`src/rtl/pac_pkg.sv`:
```
// Package: constants for the PA control sequencer
package pac_pkg;

   // ==========================================================
   // Clock and timing
   // ==========================================================
   localparam int unsigned CLK_PERIOD_PS     = 4000;
   localparam int unsigned PA_ON_DELAY_NS    = 62500;
   localparam int unsigned PLL_SHIFT_DELAY_NS = 6500;
   localparam int unsigned RX_MODE_DELAY_NS  = 70000;
   localparam int unsigned PA_OFF_DELAY_NS   = 100;
   // Least times round up, longest times round down
   localparam int unsigned PA_ON_CYCLES =
      (PA_ON_DELAY_NS * 1000 + CLK_PERIOD_PS - 1) / CLK_PERIOD_PS;
   localparam int unsigned PLL_SHIFT_CYCLES =
      (PLL_SHIFT_DELAY_NS * 1000 + CLK_PERIOD_PS - 1) / CLK_PERIOD_PS;
   localparam int unsigned RX_MODE_CYCLES =
      (RX_MODE_DELAY_NS * 1000) / CLK_PERIOD_PS;
   localparam int unsigned PA_OFF_CYCLES =
      ((PA_OFF_DELAY_NS * 1000) / CLK_PERIOD_PS) > 0 ?
      ((PA_OFF_DELAY_NS * 1000) / CLK_PERIOD_PS) : 1;
   localparam int unsigned CNT_W = 16;

   // ==========================================================
   // Field widths and reset values
   // ==========================================================
   localparam int unsigned TEST_SEL_W       = 3;
   localparam logic [2:0]  TEST_SEL_NORMAL  = 3'h0;
   localparam logic        TPC_RST          = 1'b0;
   localparam logic        SLOT_RST         = 1'b1;

   // ==========================================================
   // Sequencer states
   // ==========================================================
   typedef enum logic [3:0] {
      PAC_RX      = 4'h1,
      PAC_TX_WAIT = 4'h2,
      PAC_TX_ON   = 4'h4,
      PAC_RX_WAIT = 4'h8
   } pac_state_t;

endpackage

```
`src/rtl/pac_tick_if.sv`:
```
// Interface: timer start, load limit, count and busy between sequencer and delay timer
`timescale 1ns/1ns
interface pac_tick_if;
   import pac_pkg::*;
   logic             start;
   logic [CNT_W-1:0] load;
   logic [CNT_W-1:0] count;
   logic             busy;
   modport timer (input start, input load, output count, output busy);
   modport user  (output start, output load, input count, input busy);
endinterface

```
`src/rtl/pac_delay_timer.sv`:
```
// Module: elapsed-cycle counter for sequencing delays
`timescale 1ns/1ns
module pac_delay_timer
   import pac_pkg::*;
(
   // Clock and reset
   input  wire logic  mclk_in,
   input  wire logic  sys_rst_in,
   // Control
   pac_tick_if.timer  tick
);
   logic [CNT_W-1:0] count_q;
   logic             busy_q;

   // ==========================================================
   // Counter
   // ==========================================================
   // Counts up from start until it reaches the load limit
   always_ff @(posedge mclk_in) begin
      if (sys_rst_in) begin
         count_q <= '0;
         busy_q  <= 1'b0;
      end else if (tick.start) begin
         count_q <= '0;
         busy_q  <= 1'b1;
      end else if (busy_q) begin
         count_q <= count_q + 16'h0001;
         if (count_q == tick.load) begin
            busy_q <= 1'b0;
         end
      end
   end

   assign tick.count = count_q;
   assign tick.busy  = busy_q;
endmodule

```
`src/rtl/pac_sequencer.sv`:
```
// Module: PA enable and auxiliary pin sequencer for the radio
//
// Function
// - PA enable high only while PA active
// - PLL unlock forces PA enable low
// - Power control bit governs aux pin drain
// - Aux pin adopts bit at transmit start
// - PA enable rises 62.5 us after fall
// - PLL shift 6.5 us after rise
// - Receive mode within 70 us after rise
// - PA enable drops under 0.1 us
// - Analog test repurposes strength and aux pins
// - Aux drain floats at 0, grounds at 1
// - Digital test repurposes data and PA pins
`timescale 1ns/1ns
module pac_sequencer
   import pac_pkg::*;
(
   // Clock and reset
   input  wire logic                  mclk_in,
   input  wire logic                  sys_rst_in,
   // Baseband slot control and configuration
   input  wire logic                  rx_slot_ctrl_in,
   input  wire logic                  tx_power_ctrl_bit_in,
   input  wire logic                  aux_data_mode_in,
   input  wire logic [TEST_SEL_W-1:0] analog_test_sel_in,
   input  wire logic [TEST_SEL_W-1:0] digital_test_sel_in,
   // Synthesizer and receive chain
   input  wire logic                  pll_locked_in,
   input  wire logic                  rx_data_in,
   input  wire logic                  dig_test_pa_in,
   input  wire logic                  dig_test_data_in,
   // Outputs
   output logic                       pa_enable_out,
   output logic                       rx_data_out,
   output logic                       pll_shift_out,
   output logic                       rx_mode_out,
   output logic                       aux_drain_oe_out,
   output logic                       aux_drain_o_out,
   output logic                       aux_data_sel_out,
   output logic                       analog_test_active_out
);
   pac_tick_if tick ();

   pac_state_t state_q;
   pac_state_t state_d;
   logic       slot_q;
   logic       slot_prev_q;
   logic       tpc_latched_q;
   logic       pa_q;
   logic       pll_shift_q;
   logic       rx_mode_q;
   logic       rx_data_q;
   logic       fall_ev;
   logic       rise_ev;
   logic       done_ev;
   logic       dig_test_on;

   pac_delay_timer u_timer (
      .mclk_in    (mclk_in),
      .sys_rst_in (sys_rst_in),
      .tick       (tick)
   );

   // ==========================================================
   // Helpers
   // ==========================================================
   // Any nonzero select takes the pins away from normal use
   function automatic logic test_on(input logic [TEST_SEL_W-1:0] sel);
      return sel != TEST_SEL_NORMAL;
   endfunction

   // Transmit phase waits for PA turn-on, receive phase for rx mode
   function automatic logic [CNT_W-1:0] phase_limit(input logic tx);
      if (tx) begin
         return CNT_W'(PA_ON_CYCLES - 3);
      end else begin
         return CNT_W'(RX_MODE_CYCLES - 3);
      end
   endfunction

   assign dig_test_on = test_on(digital_test_sel_in);

   // ==========================================================
   // Slot edge detection
   // ==========================================================
   // Input is registered twice; edges compare the two register stages
   always_ff @(posedge mclk_in) begin
      if (sys_rst_in) begin
         slot_q      <= SLOT_RST;
         slot_prev_q <= SLOT_RST;
      end else begin
         slot_q      <= rx_slot_ctrl_in;
         slot_prev_q <= slot_q;
      end
   end

   assign fall_ev = slot_prev_q & ~slot_q;
   assign rise_ev = ~slot_prev_q & slot_q;
   assign done_ev = tick.busy && (tick.count == tick.load);

   // ==========================================================
   // Timer control
   // ==========================================================
   always_comb begin
      tick.start = fall_ev | rise_ev;
      // Limit must stand for the whole delay, not just the start cycle
      if (fall_ev) begin
         tick.load = phase_limit(1'b1);
      end else if (rise_ev) begin
         tick.load = phase_limit(1'b0);
      end else begin
         tick.load = phase_limit(state_q == PAC_TX_WAIT);
      end
   end

   // ==========================================================
   // Sequencer state machine
   // ==========================================================
   always_comb begin
      state_d = state_q;
      case (state_q)
         PAC_RX: begin
            if (fall_ev) state_d = PAC_TX_WAIT;
         end
         PAC_TX_WAIT: begin
            if (rise_ev) state_d = PAC_RX_WAIT;
            else if (done_ev) state_d = PAC_TX_ON;
         end
         PAC_TX_ON: begin
            if (rise_ev) state_d = PAC_RX_WAIT;
         end
         PAC_RX_WAIT: begin
            if (fall_ev) state_d = PAC_TX_WAIT;
            else if (done_ev) state_d = PAC_RX;
         end
         default: state_d = PAC_RX;
      endcase
   end

   always_ff @(posedge mclk_in) begin
      if (sys_rst_in) state_q <= PAC_RX;
      else state_q <= state_d;
   end

   // ==========================================================
   // PA enable
   // ==========================================================
   // Drops on the rise edge combinationally below, far under 0.1 us
   always_ff @(posedge mclk_in) begin
      if (sys_rst_in) begin
         pa_q <= 1'b0;
      end else begin
         pa_q <= (state_d == PAC_TX_ON) && !rise_ev;
      end
   end

   always_comb begin
      if (dig_test_on) begin
         pa_enable_out = dig_test_pa_in;
      end else begin
         // Gated live so an unlock or slot rise cuts it at once
         pa_enable_out = pa_q && pll_locked_in && !rise_ev;
      end
   end

   // ==========================================================
   // PLL shift and receive mode
   // ==========================================================
   always_ff @(posedge mclk_in) begin
      if (sys_rst_in) begin
         pll_shift_q <= 1'b0;
      end else if (fall_ev) begin
         pll_shift_q <= 1'b0;
      end else if ((state_q == PAC_RX_WAIT)
                   && (tick.count == CNT_W'(PLL_SHIFT_CYCLES - 3))) begin
         pll_shift_q <= 1'b1;
      end
   end

   // Receive mode waits out the full settling delay
   always_ff @(posedge mclk_in) begin
      if (sys_rst_in) begin
         rx_mode_q <= 1'b1;
      end else if (fall_ev) begin
         rx_mode_q <= 1'b0;
      end else if ((state_q == PAC_RX_WAIT) && done_ev) begin
         rx_mode_q <= 1'b1;
      end
   end

   assign pll_shift_out = pll_shift_q;
   assign rx_mode_out   = rx_mode_q;

   // ==========================================================
   // Auxiliary pin
   // ==========================================================
   // Bit may change any time; only the transmit-slot start samples it
   always_ff @(posedge mclk_in) begin
      if (sys_rst_in) tpc_latched_q <= TPC_RST;
      else if (fall_ev) tpc_latched_q <= tx_power_ctrl_bit_in;
   end

   always_comb begin
      analog_test_active_out = test_on(analog_test_sel_in);
      aux_data_sel_out = aux_data_mode_in && !analog_test_active_out;
      aux_drain_o_out  = 1'b0;
      // Drive low only for a latched 1, else float
      aux_drain_oe_out = !aux_data_mode_in && !analog_test_active_out
                         && tpc_latched_q;
   end

   // ==========================================================
   // Receive data output
   // ==========================================================
   always_ff @(posedge mclk_in) begin
      if (sys_rst_in) begin
         rx_data_q <= 1'b0;
      end else if (dig_test_on) begin
         rx_data_q <= dig_test_data_in;
      end else begin
         rx_data_q <= rx_data_in;
      end
   end

   assign rx_data_out = rx_data_q;
endmodule

```
`config.mk`:
```
export PLATFORM = sky130hd
export DESIGN_NAME = pac_sequencer
export DESIGN_NICKNAME = d
export VERILOG_FILES = /design/src/rtl/pac_pkg.sv /design/src/rtl/pac_tick_if.sv /design/src/rtl/pac_delay_timer.sv /design/src/rtl/pac_sequencer.sv
export SDC_FILE = /design/constraint.sdc
export NUM_CORES = 1
export LEC_CHECK = 0
export BUFFER_PORTS_ARGS = -buffer_cell sky130_fd_sc_hd__buf_2
export CAP_MARGIN = 20
export CORE_UTILIZATION = 45
export CTS_BUF_LIST = sky130_fd_sc_hd__clkbuf_4 sky130_fd_sc_hd__clkbuf_8 sky130_fd_sc_hd__clkbuf_16
export DETAILED_ROUTE_END_ITERATION = 10
export PLACE_DENSITY = 0.75
export SYNTH_ARGS = -nofsm -noshare
export SYNTH_HDL_FRONTEND = slang
export SYNTH_SLANG_ARGS = --single-unit
```
`constraint.sdc`:
```
create_clock -name mclk_in -period 4.8 [get_ports mclk_in]
set_clock_uncertainty 0.2 [all_clocks]
set_input_delay 0.48 -clock mclk_in [delete_from_list [all_inputs] [get_ports mclk_in]]
set_output_delay 0.48 -clock mclk_in [all_outputs]
set_load 0.005 [all_outputs]
```
==> results of run 1 <==
## power by group through the flow
stage	clock network (mW)	registers [mW]	logic, mW
2_1_floorplan	0	0.246	0.0244
3_3_place_gp	0	0.249	0.0305
3_5_place_dp	0	0.250	0.0312
4_1_cts	0.0946	0.244	0.0313
5_1_grt	0.104	0.246	0.0354
6_report	0.0908	0.244	0.0308
## cells by family (layout without fill, tap and decap cells)
kind of cell             Yosys count  after routing  synth area share, %
AO/OA/AOI/OAI                     24             24                 11.2
XOR/XNOR                          13             13                 7.84
adder cells (fa/ha/maj)            4              4                 3.45
buffers and inverters             14             29                 3.96
flip-flops                        28             28                 38.6
multiplexers                       3              3                 2.41
other                              1              1                0.258
AND/OR/NAND/NOR                   80             80                 32.3
## metal layers
metal	vias up	share of wire (%)
met4	0	1.3
met3	6	3.1
met2	31	51
met1	552	45
li1	618	-
met5	-	0
## worst min-delay path by stage
stage               startpoint           to  slack (ns)  cells past startpoint
3_3_place_gp            slot_q  slot_prev_q        0.26                      1
5_1_grt        rx_slot_ctrl_in       slot_q        0.14                      2
4_1_cts        rx_slot_ctrl_in       slot_q        0.14                      2
6_report       rx_slot_ctrl_in       slot_q        0.14                      2
2_1_floorplan           slot_q  slot_prev_q        0.25                      1
3_5_place_dp            slot_q  slot_prev_q        0.28                      1
## worst max-delay path, stage by stage
cell and delay, ns:
buf_2 0.09, or3_1 0.42, o31ai_1 0.23, buf_2 0.15
## synth_stat cells (2+ instances only)
cell type / number / area share, %
dfxtp_1: 28 / 39
nor2_1: 19 / 4.9
nand2_1: 12 / 3.1
nor3_1: 8 / 2.8
clkbuf_1: 7 / 1.8
or3_1: 7 / 3.0
xnor2_1: 7 / 4.2
o21ai_0: 6 / 2.1
xor2_1: 6 / 3.6
a21oi_1: 5 / 1.7
inv_1: 5 / 1.3
nand2b_1: 5 / 2.2
nand3_1: 5 / 1.7
ha_1: 4 / 3.4
nand4_1: 4 / 1.7
nor4_2: 4 / 3.4
a21boi_1: 3 / 1.6
nor4_1: 3 / 1.3
or2_2: 3 / 1.3
a31oi_1: 2 / 0.86
mux2i_1: 2 / 1.4
## metrics by stage
stage | util, % | instance area [µm²] | cells
after floorplan | - | 1450 | 167
after global placement | 51.6 | 1570 | 223
after detailed placement | 51.6 | 1570 | 223
after CTS | 52.3 | 1600 | 226
after global routing | 52.3 | 1600 | 226
final | 52.3 | 1600 | 226
## final cells by class
| type | count | area, µm² | share of cell area [%] |
|---|---|---|---|
| flip-flops and latches | 28 | 561 | 35.1 |
| multi-input cells | 125 | 835 | 52.3 |
| repair buffers | 21 | 105 | 6.58 |
| inverters | 5 | 18.8 | 1.18 |
| well taps | 44 | 55.1 | 3.45 |
| clock buffers | 3 | 22.5 | 1.41 |
==> results.md, run 1 <==
Synthesis:
- The share of flip-flops with an asynchronous set or reset is 0%.
- The Yosys step of the flow raised 0 warnings.
- The count of unique library cells instantiated by Yosys is 43.
- Counting flops with a built-in enable in the synthesized netlist gives 0.
- The synthesized design contains 28 register bits.
- When the netlist entered floorplanning its net count stood at 186.
- The cell area after synthesis is 1450 µm².
- The part of the Yosys area used for sequential elements is 38.6%.
- The average instance in the mapped netlist occupies 8.70 µm².
- The number of standard cells after synthesis is 167.
- In the synthesized netlist the dominant register cell turns out to be dfxtp_1.

CTS:
- The number of clock buffers inserted by TritonCTS is 3.
- In this run the number of H-tree levels came out at 1.
- The worst-case clock buffer depth is 2.
- The clock slew seen by the registers of the worst setup and hold paths is 0.12 ns.
- In this run, post-CTS hold repair placed 0 buffers.
- The clock net in this run drives a total of 28 sinks.
- The clock reaches the later pin of the worst-skew pair after 0.32 ns.
- TritonCTS built the clock tree.
- Once the clock tree was built, the setup fixing pass inserted 0 buffers.
- The number of gates resized after cts is 0.
- The buffer cell driving the clock tree root is clkbuf_4.

Worst setup path:
- The data arrival time of the worst path is 1.36 ns.
- The data required time of the worst path is 4.12 ns.
- The type of the worst setup path is input pin to output pin.
- The worst setup path is captured at an output pin.
- The worst flop-to-flop path endpoint is state_q[1].
- The worst setup path endpoint is pa_enable_out.
- The element type at the critical path start is an input pin.
- In this run the register-to-register setup slack is 2.82 ns.
- The largest fanout on the critical path is 3.
- The most critical setup path has its startpoint at digital_test_sel_in[1].
- In this run the critical register-to-register path is launched from u_timer.tick.count[0].
- Counting cells, the worst reg-to-reg path comes to 5.

Power and ir drop:
- For this design the total switching power over the nets is 83.3 µW.
- Net switching is 22.8% of the power.
- The power density normalized to cell area is 229 nW/µm².
- Cell internal power was estimated by the tool at 283 µW.
- Of the total power, combinational logic draws 8.4%.
- The sum of internal, switching and leakage power is 366 µW.
- Across the VDD grid, the largest voltage drop is 0.0810 mV.
- The clock network is responsible for 24.8% of the overall power.
- The static leakage is 0.590 nW.
- The share of power burned in registers is 66.8%.

Cells and area:
- After filler insertion, the fill cell instance count of the layout stands at 297.
- The flip-flop count of the largest register after layout is 16.
- The area added between synthesis and finish is 9.91%.
- Leaving out fill and tap cells, the most frequent cell in the layout is dfxtp_1.
- The repair_antennas step left the layout with diodes totalling 0.
- For this run, the post-layout net count is 203.
- Cells with a size suffix above 1 make up 19.8% of the layout.
- The top cell types in the final layout, fill and taps aside, are dfxtp_1, buf_2, nor2_1, nand2_1, nor3_1.

Die:
- The I/O pin count is 23.
- In this run the horizontal extent of the chip is 58.8 µm.
- The area of the die is 3460 µm².
- The core outline area is 3050 µm².
- For this configuration, the core starts out at a cell density of 47.6%.
- The floorplan has 20 rows.
- The die is 58.8 µm tall.

Global routing:
- The total grt overflow is 0.
- The wire length of the first global-routing pass is 4710 µm.
- The number of global-route vias before repair is 1,174.
- After global routing, the most crowded layer is met2.
- The met1 demand-to-capacity share in global routing is 19.5%.
- The number of antenna violations at the first check in global routing is 0.
- The global-route track usage on met2 is 33.1%.
- The global-route usage over all layers is 17.6%.
- The met3 usage is 3.08%.
- Entering global routing, the biggest net connects 17 pins.

Drt:
- Once detail routing completed, the nets flagged for antenna violations numbered 0.
- The number of DRC markers after the initial detailed-route iteration is 56.
- Dividing the detail-routed wire length by the instance count gives 11.8 µm.
- The detailed router placed 1,207 vias in this run.
- The number of optimization iterations in the first detailed-route pass is 5.
- The wire length reported by the detailed router is 2670 µm.
- The remaining routing DRC violations is 0.
- Dividing the detail-routed via count by the number of cells gives 5.34.

STA:
- The minimum clock period is 2.04 ns.
- Measured against its own limit, the worst slew margin works out to 58.6%.
- Setup repair after global routing left no endpoint under its margin.
- The part of the cycle the worst path needs is 42.6%.
- In the final timing run, aggregate negative setup slack is 0 ns.
- The slew at the pin closest to its max-slew limit is 0.621 ns.
- Across all hold checks on the routed design, the worst slack comes to 0.144 ns.
- Setup violations remaining at the end of the flow were counted as 0.
- The final worst slack is 2.76 ns.
- The hold violation total from the final report is 0.
- Static timing analysis puts the maximum clock frequency at 0.490 GHz.
- The max-slew violation count is 0.

Min path:
- The path category of the worst min-delay check is input pin to flop.

Run status:
- The run finished with clean final reports.

Place:
- The wire-length estimate of the detail-placed layout is 2000 µm.
- The congestion estimate from routability-driven global placement came to 0.805.
- The worst slack at placement is 2.76 ns.
- The port buffer count is 21.

Job:
- Across the run, the number of max-cap violations was 0.
Power figures use the tool's default switching activity.
==> inputs of run 2 (changes only) <==
--- a/config.mk
+++ b/config.mk
@@ -5,6 +5,7 @@
 export SDC_FILE = /design/constraint.sdc
 export NUM_CORES = 1
 export LEC_CHECK = 0
+export ABC_AREA = 1
 export BUFFER_PORTS_ARGS = -buffer_cell sky130_fd_sc_hd__buf_2
 export CAP_MARGIN = 20
 export CORE_UTILIZATION = 45
==> constraint.sdc (replaced) <==
create_clock -name mclk_in -period 2 [get_ports mclk_in]
set_clock_uncertainty 0.2 [all_clocks]
set_input_delay 0.2 -clock mclk_in [delete_from_list [all_inputs] [get_ports mclk_in]]
set_output_delay 0.2 -clock mclk_in [all_outputs]
set_load 0.005 [all_outputs]
==> run 2 against run 1 <==
  * Highest routed layer unchanged
  * Via count up 15%
  * Power rose to 2.9 times the previous value
  * Combinational power rose to 3.1 times the previous value
  * Routed wire length up 14%
  * Critical path depth up 2
  * Global-route usage up 0.49 points
  * Synthesized cell count up 26%
  * Largest cell class unchanged
  * Sequential share of layout area down 3.0 points
  * Sequential power up 140%
  * The run now ends with hold timing left
  * Register-to-register slack worse by 2.6 ns
  * Worst hold slack worse by 0.15 ns
  * Setup slack worse by 2.6 ns
==> results.md, run 2 <==
Run status:
- The flow ran to the end, but the final reports show violations.
- The final reports fail on hold timing.

Die:
- The area of the die came to 3540 µm² (+2.3%).
- The number of placement rows is 20 (unchanged).
- The I/O pin count is 23 (unchanged).
- The core outline area was 3100 µm² (+1.6%).
- The overall die height was 59.5 µm (+1.1%).
- The effective utilization at floorplan is 47.9% (+0.32 points).
- The die boundary width is 59.5 µm (+1.1%).

CTS:
- The worst-case clock buffer depth is 2 (unchanged).
- The number of buffers added to fix hold violations after cts is 7 (+7).
- The buffers inserted during post-CTS setup optimization is 0 (unchanged).
- TritonCTS built the clock tree.
- The number of clock buffers inserted by TritonCTS is 3 (unchanged).
- The clock latency on the worst-skew pair came to 0.34 ns (+0.02 ns).
- The buffer cell driving the clock tree root is clkbuf_4.
- The number of clock sinks seen by CTS was 28 (unchanged).
- The number of levels in the clock H-tree is 1 (unchanged).
- The number of gates resized after cts came to 0 (unchanged).
- The clock slew seen by the registers of the worst setup and hold paths is 0.16 ns (+0.04 ns).

Worst setup path:
- The internal reg-to-reg setup slack came to 0.23 ns (-2.59 ns).
- The worst setup path is captured at an output pin.
- The largest fanout on the critical path is 4 (+1).
- For this design, the slowest cell found on the critical path is dfxtp_1.
- Traced cell by cell, the critical path runs through inv_1 -> ha_1 -> inv_1 -> nand3_1 -> o21ai_0 -> buf_2.
- The data arrival time of the worst path came to 1.41 ns (+0.05 ns).
- The largest incremental delay on the critical path was 0.36 ns (-0.06 ns).
- The critical path is of the flop to output pin type.
- The cell that appears most often on the critical path is inv_1.
- The worst reg2reg path depth is 10 (+5).
- The worst register-to-register path begins at u_timer.tick.count[1].
- The element type at the critical path start is a flop.
- The data required time of the worst path came to 1.60 ns (-2.52 ns).
- The endpoint identified for the worst register-to-register timing path is u_timer.tick.count[12].

Drt:
- The wire length reported by the detailed router came to 3030 µm (+14%).
- The remaining routing DRC violations was 0 (unchanged).
- The remaining number of nets flagged by the antenna check after routing is 0 (unchanged).
- The detail-routed net length per standard cell is 10.7 µm (-9.2%).
- The ratio of routed vias to standard cells is 4.90 (-8.2%).
- The detailed-route via count is 1,387 (+15%).
- The number of DRC markers after the initial detailed-route iteration came to 67 (+20%).
- The number of optimization iterations in the first detailed-route pass is 4 (-1).

Synthesis:
- The part of the Yosys area used for sequential elements is 37.7% (-0.88 points).
- The share of flip-flops with an asynchronous set or reset is 0% (unchanged).
- Among all flip-flop cells after synthesis, the most frequent one is dfxtp_1.
- The count of flip-flops with a built-in enable after synthesis is 0 (unchanged).
- The number of standard cells after synthesis is 210 (+26%).
- The synthesized net count is 229 (+23%).
- Sorting the synthesized cells by how often they occur yields nand2_1, inv_1, dfxtp_1.
- The share of Yosys cell area claimed by the top area cell type is 37.7% (-0.88 points).
- The cell area after synthesis is 1490 µm² (+2.3%).
- The count of unique library cells instantiated by Yosys is 34 (-21%).
- The mean post-synth cell area came to 7.08 µm² (-19%).
- The total of flip-flops plus latches after synthesis is 28 (unchanged).
- The Yosys warning count is 0 (unchanged).
- The library cell occupying the most area in the post-synthesis netlist is dfxtp_1.
- Yosys attributes the largest share of cell area to dfxtp_1, nand2_1, inv_1.
- The most frequent cell after synthesis is nand2_1.

STA:
- Subtracting the final worst setup slack from the clock period gives 1.81 ns.
- The final worst slack is 0.188 ns (-2.57 ns).
- The max-slew violation count is 0 (unchanged).
- The count of endpoints failing setup in the final report came to 0 (unchanged).
- The maximum clock rate is 0.552 GHz.
- The worst path uses 90.6% of the clock period.
- The post-route setup TNS was 0 ns (unchanged).
- The hold violation total from the final report is 1 (+1).
- Setup repair after global routing left no endpoint under its margin.
- The worst hold-check slack is -0.00169 ns (-0.145 ns).

Min path:
- The worst hold path belongs to the class input pin to flop.
- The path with the worst hold slack has its endpoint at rx_data_out.
- The cell depth of the worst min-delay path came to 4 (+2).
- The startpoint of the tightest hold check path is digital_test_sel_in[2].

Cells and area:
- The share of post-route cells with drive strength above 1 is 17.6% (-2.2 points).
- The number of filler cells placed in the layout is 303 (+2.0%).
- From synthesis to final layout, the design area changed by 17.6%.
- The total number of nets in the final design was 259 (+28%).
- Leaving out fill and tap cells, the most frequent cells in the layout are nand2_1, inv_1, dfxtp_1, nor2_1, buf_2.
- The flip-flop count of the largest register after layout is 16 (unchanged).
- The antenna diode count came to 0 (unchanged).
- The most frequent standard cell in the layout excluding fill and tap cells is nand2_1.
- The utilization after layout is 56.3% (+4.0 points).

Global routing:
- The wire length of the first global-routing pass is 4870 µm (+3.4%).
- The number of antenna violations at the first check in global routing is 0 (unchanged).
- The number of global-route vias before repair is 1,184 (+0.85%).
- The global-route usage over all layers is 18.1% (+0.49 points).
- The pin count of the biggest net entering global routing came to 17 (unchanged).
- The total grt overflow was 0 (unchanged).

Job:
- The number of max-cap violations was 0 (unchanged).

Place:
- The worst slack at placement is 0.256 ns (-2.50 ns).
- The port buffer count came to 21 (unchanged).
- The placer's final routability congestion estimate was 0.929 (+15%).
- The detailed placement HPWL is 2260 µm (+13%).

Power and ir drop:
- The power density normalized to cell area is 605 nW/µm² (+160%).
- The static leakage is 0.794 nW (+35%).
- The sum of internal, switching and leakage power is 1.06 mW (+190%).
- The worst supply voltage drop on vdd was 0.490 mV (+510%).
run 2: cell count changes in the layout (fill, tap and decap cells not counted), moves of 5 or more:
cell           change
nand2_1           +32
inv_1             +26
a21oi_1           +12
dlygate4sd3_1      +7
xnor2_1            -7
or3_1              -6
nand2b_1           -5
nand3_1            +5
o21ai_0            +5
xor2_1             -5
run 2: where the power goes:
| part | switching (mW) | total (mW) | internal [mW] |
|---|---|---|---|
| Clock | 0.177 | 0.379 | 0.203 |
| Sequential | 0.0117 | 0.583 | 0.571 |
| Combinational | 0.0495 | 0.0948 | 0.0453 |
run 2: through the flow:
stage / hold WS (ns) / instances / area, µm²
floorplan: 0.104 / 210 / 1490
global placement: 0.184 / 272 / 1630
detailed placement: 0.188 / 272 / 1630
CTS: 0.00798 / 283 / 1750
global route: 0.0584 / 283 / 1750
finish: -0.00169 / 283 / 1750
run 2: routing by layer:
| metal | vias to the layer above | wire (µm) | global-route usage (%) |
|---|---|---|---|
| met2 | 21 | 1430 | 31.8 |
| met4 | 0 | 18 | 3.06 |
| met3 | 2 | 95 | 3.93 |
| li1 | 738 | - | - |
| met5 | - | 0 | 0 |
| met1 | 626 | 1500 | 22.7 |
run 2: logic make-up (layout without fill, tap and decap cells):
family | after synthesis | in the layout | share of synthesized area, %
simple gates | 102 | 102 | 33.7
buf+inv | 38 | 67 | 10.5
compound gates | 36 | 36 | 13.9
flops | 28 | 28 | 37.7
fa+ha+maj | 4 | 4 | 3.37
other cells | 1 | 1 | 0.252
xor+xnor | 1 | 1 | 0.589
run 2: worst max path at each step:
stage	startpoint	to	cells past startpoint
3_3_place_gp	u_timer.tick.count[0]	u_timer.tick.count[12]	10
4_1_cts	slot_prev_q	pa_enable_out	6
2_1_floorplan	u_timer.tick.count[0]	u_timer.tick.count[12]	10
3_5_place_dp	u_timer.tick.count[1]	u_timer.tick.count[12]	10
6_report	slot_prev_q	pa_enable_out	6
5_1_grt	u_timer.tick.count[0]	u_timer.tick.count[12]	10
run 2: critical path: cells and delay by family (launching register included):
family	cells	cell delay [ns]
AND/OR/NAND/NOR	1	0.09
AO/OA/AOI/OAI	1	0.15
buffers and inverters	3	0.30
flip-flops	1	0.36
adder cells (fa/ha/maj)	1	0.18
run 2: final cells by class:
| class | count | area, µm² | area share [%] |
|---|---|---|---|
| Clock inverter | 1 | 30.0 | 1.72 |
| Timing Repair Buffer | 29 | 183 | 10.5 |
| Inverter | 34 | 128 | 7.30 |
| Sequential cell | 28 | 561 | 32.1 |
| Tap cell | 44 | 55.1 | 3.15 |
| Clock buffer | 3 | 22.5 | 1.29 |
| Multi-Input combinational cell | 144 | 769 | 44.0 |
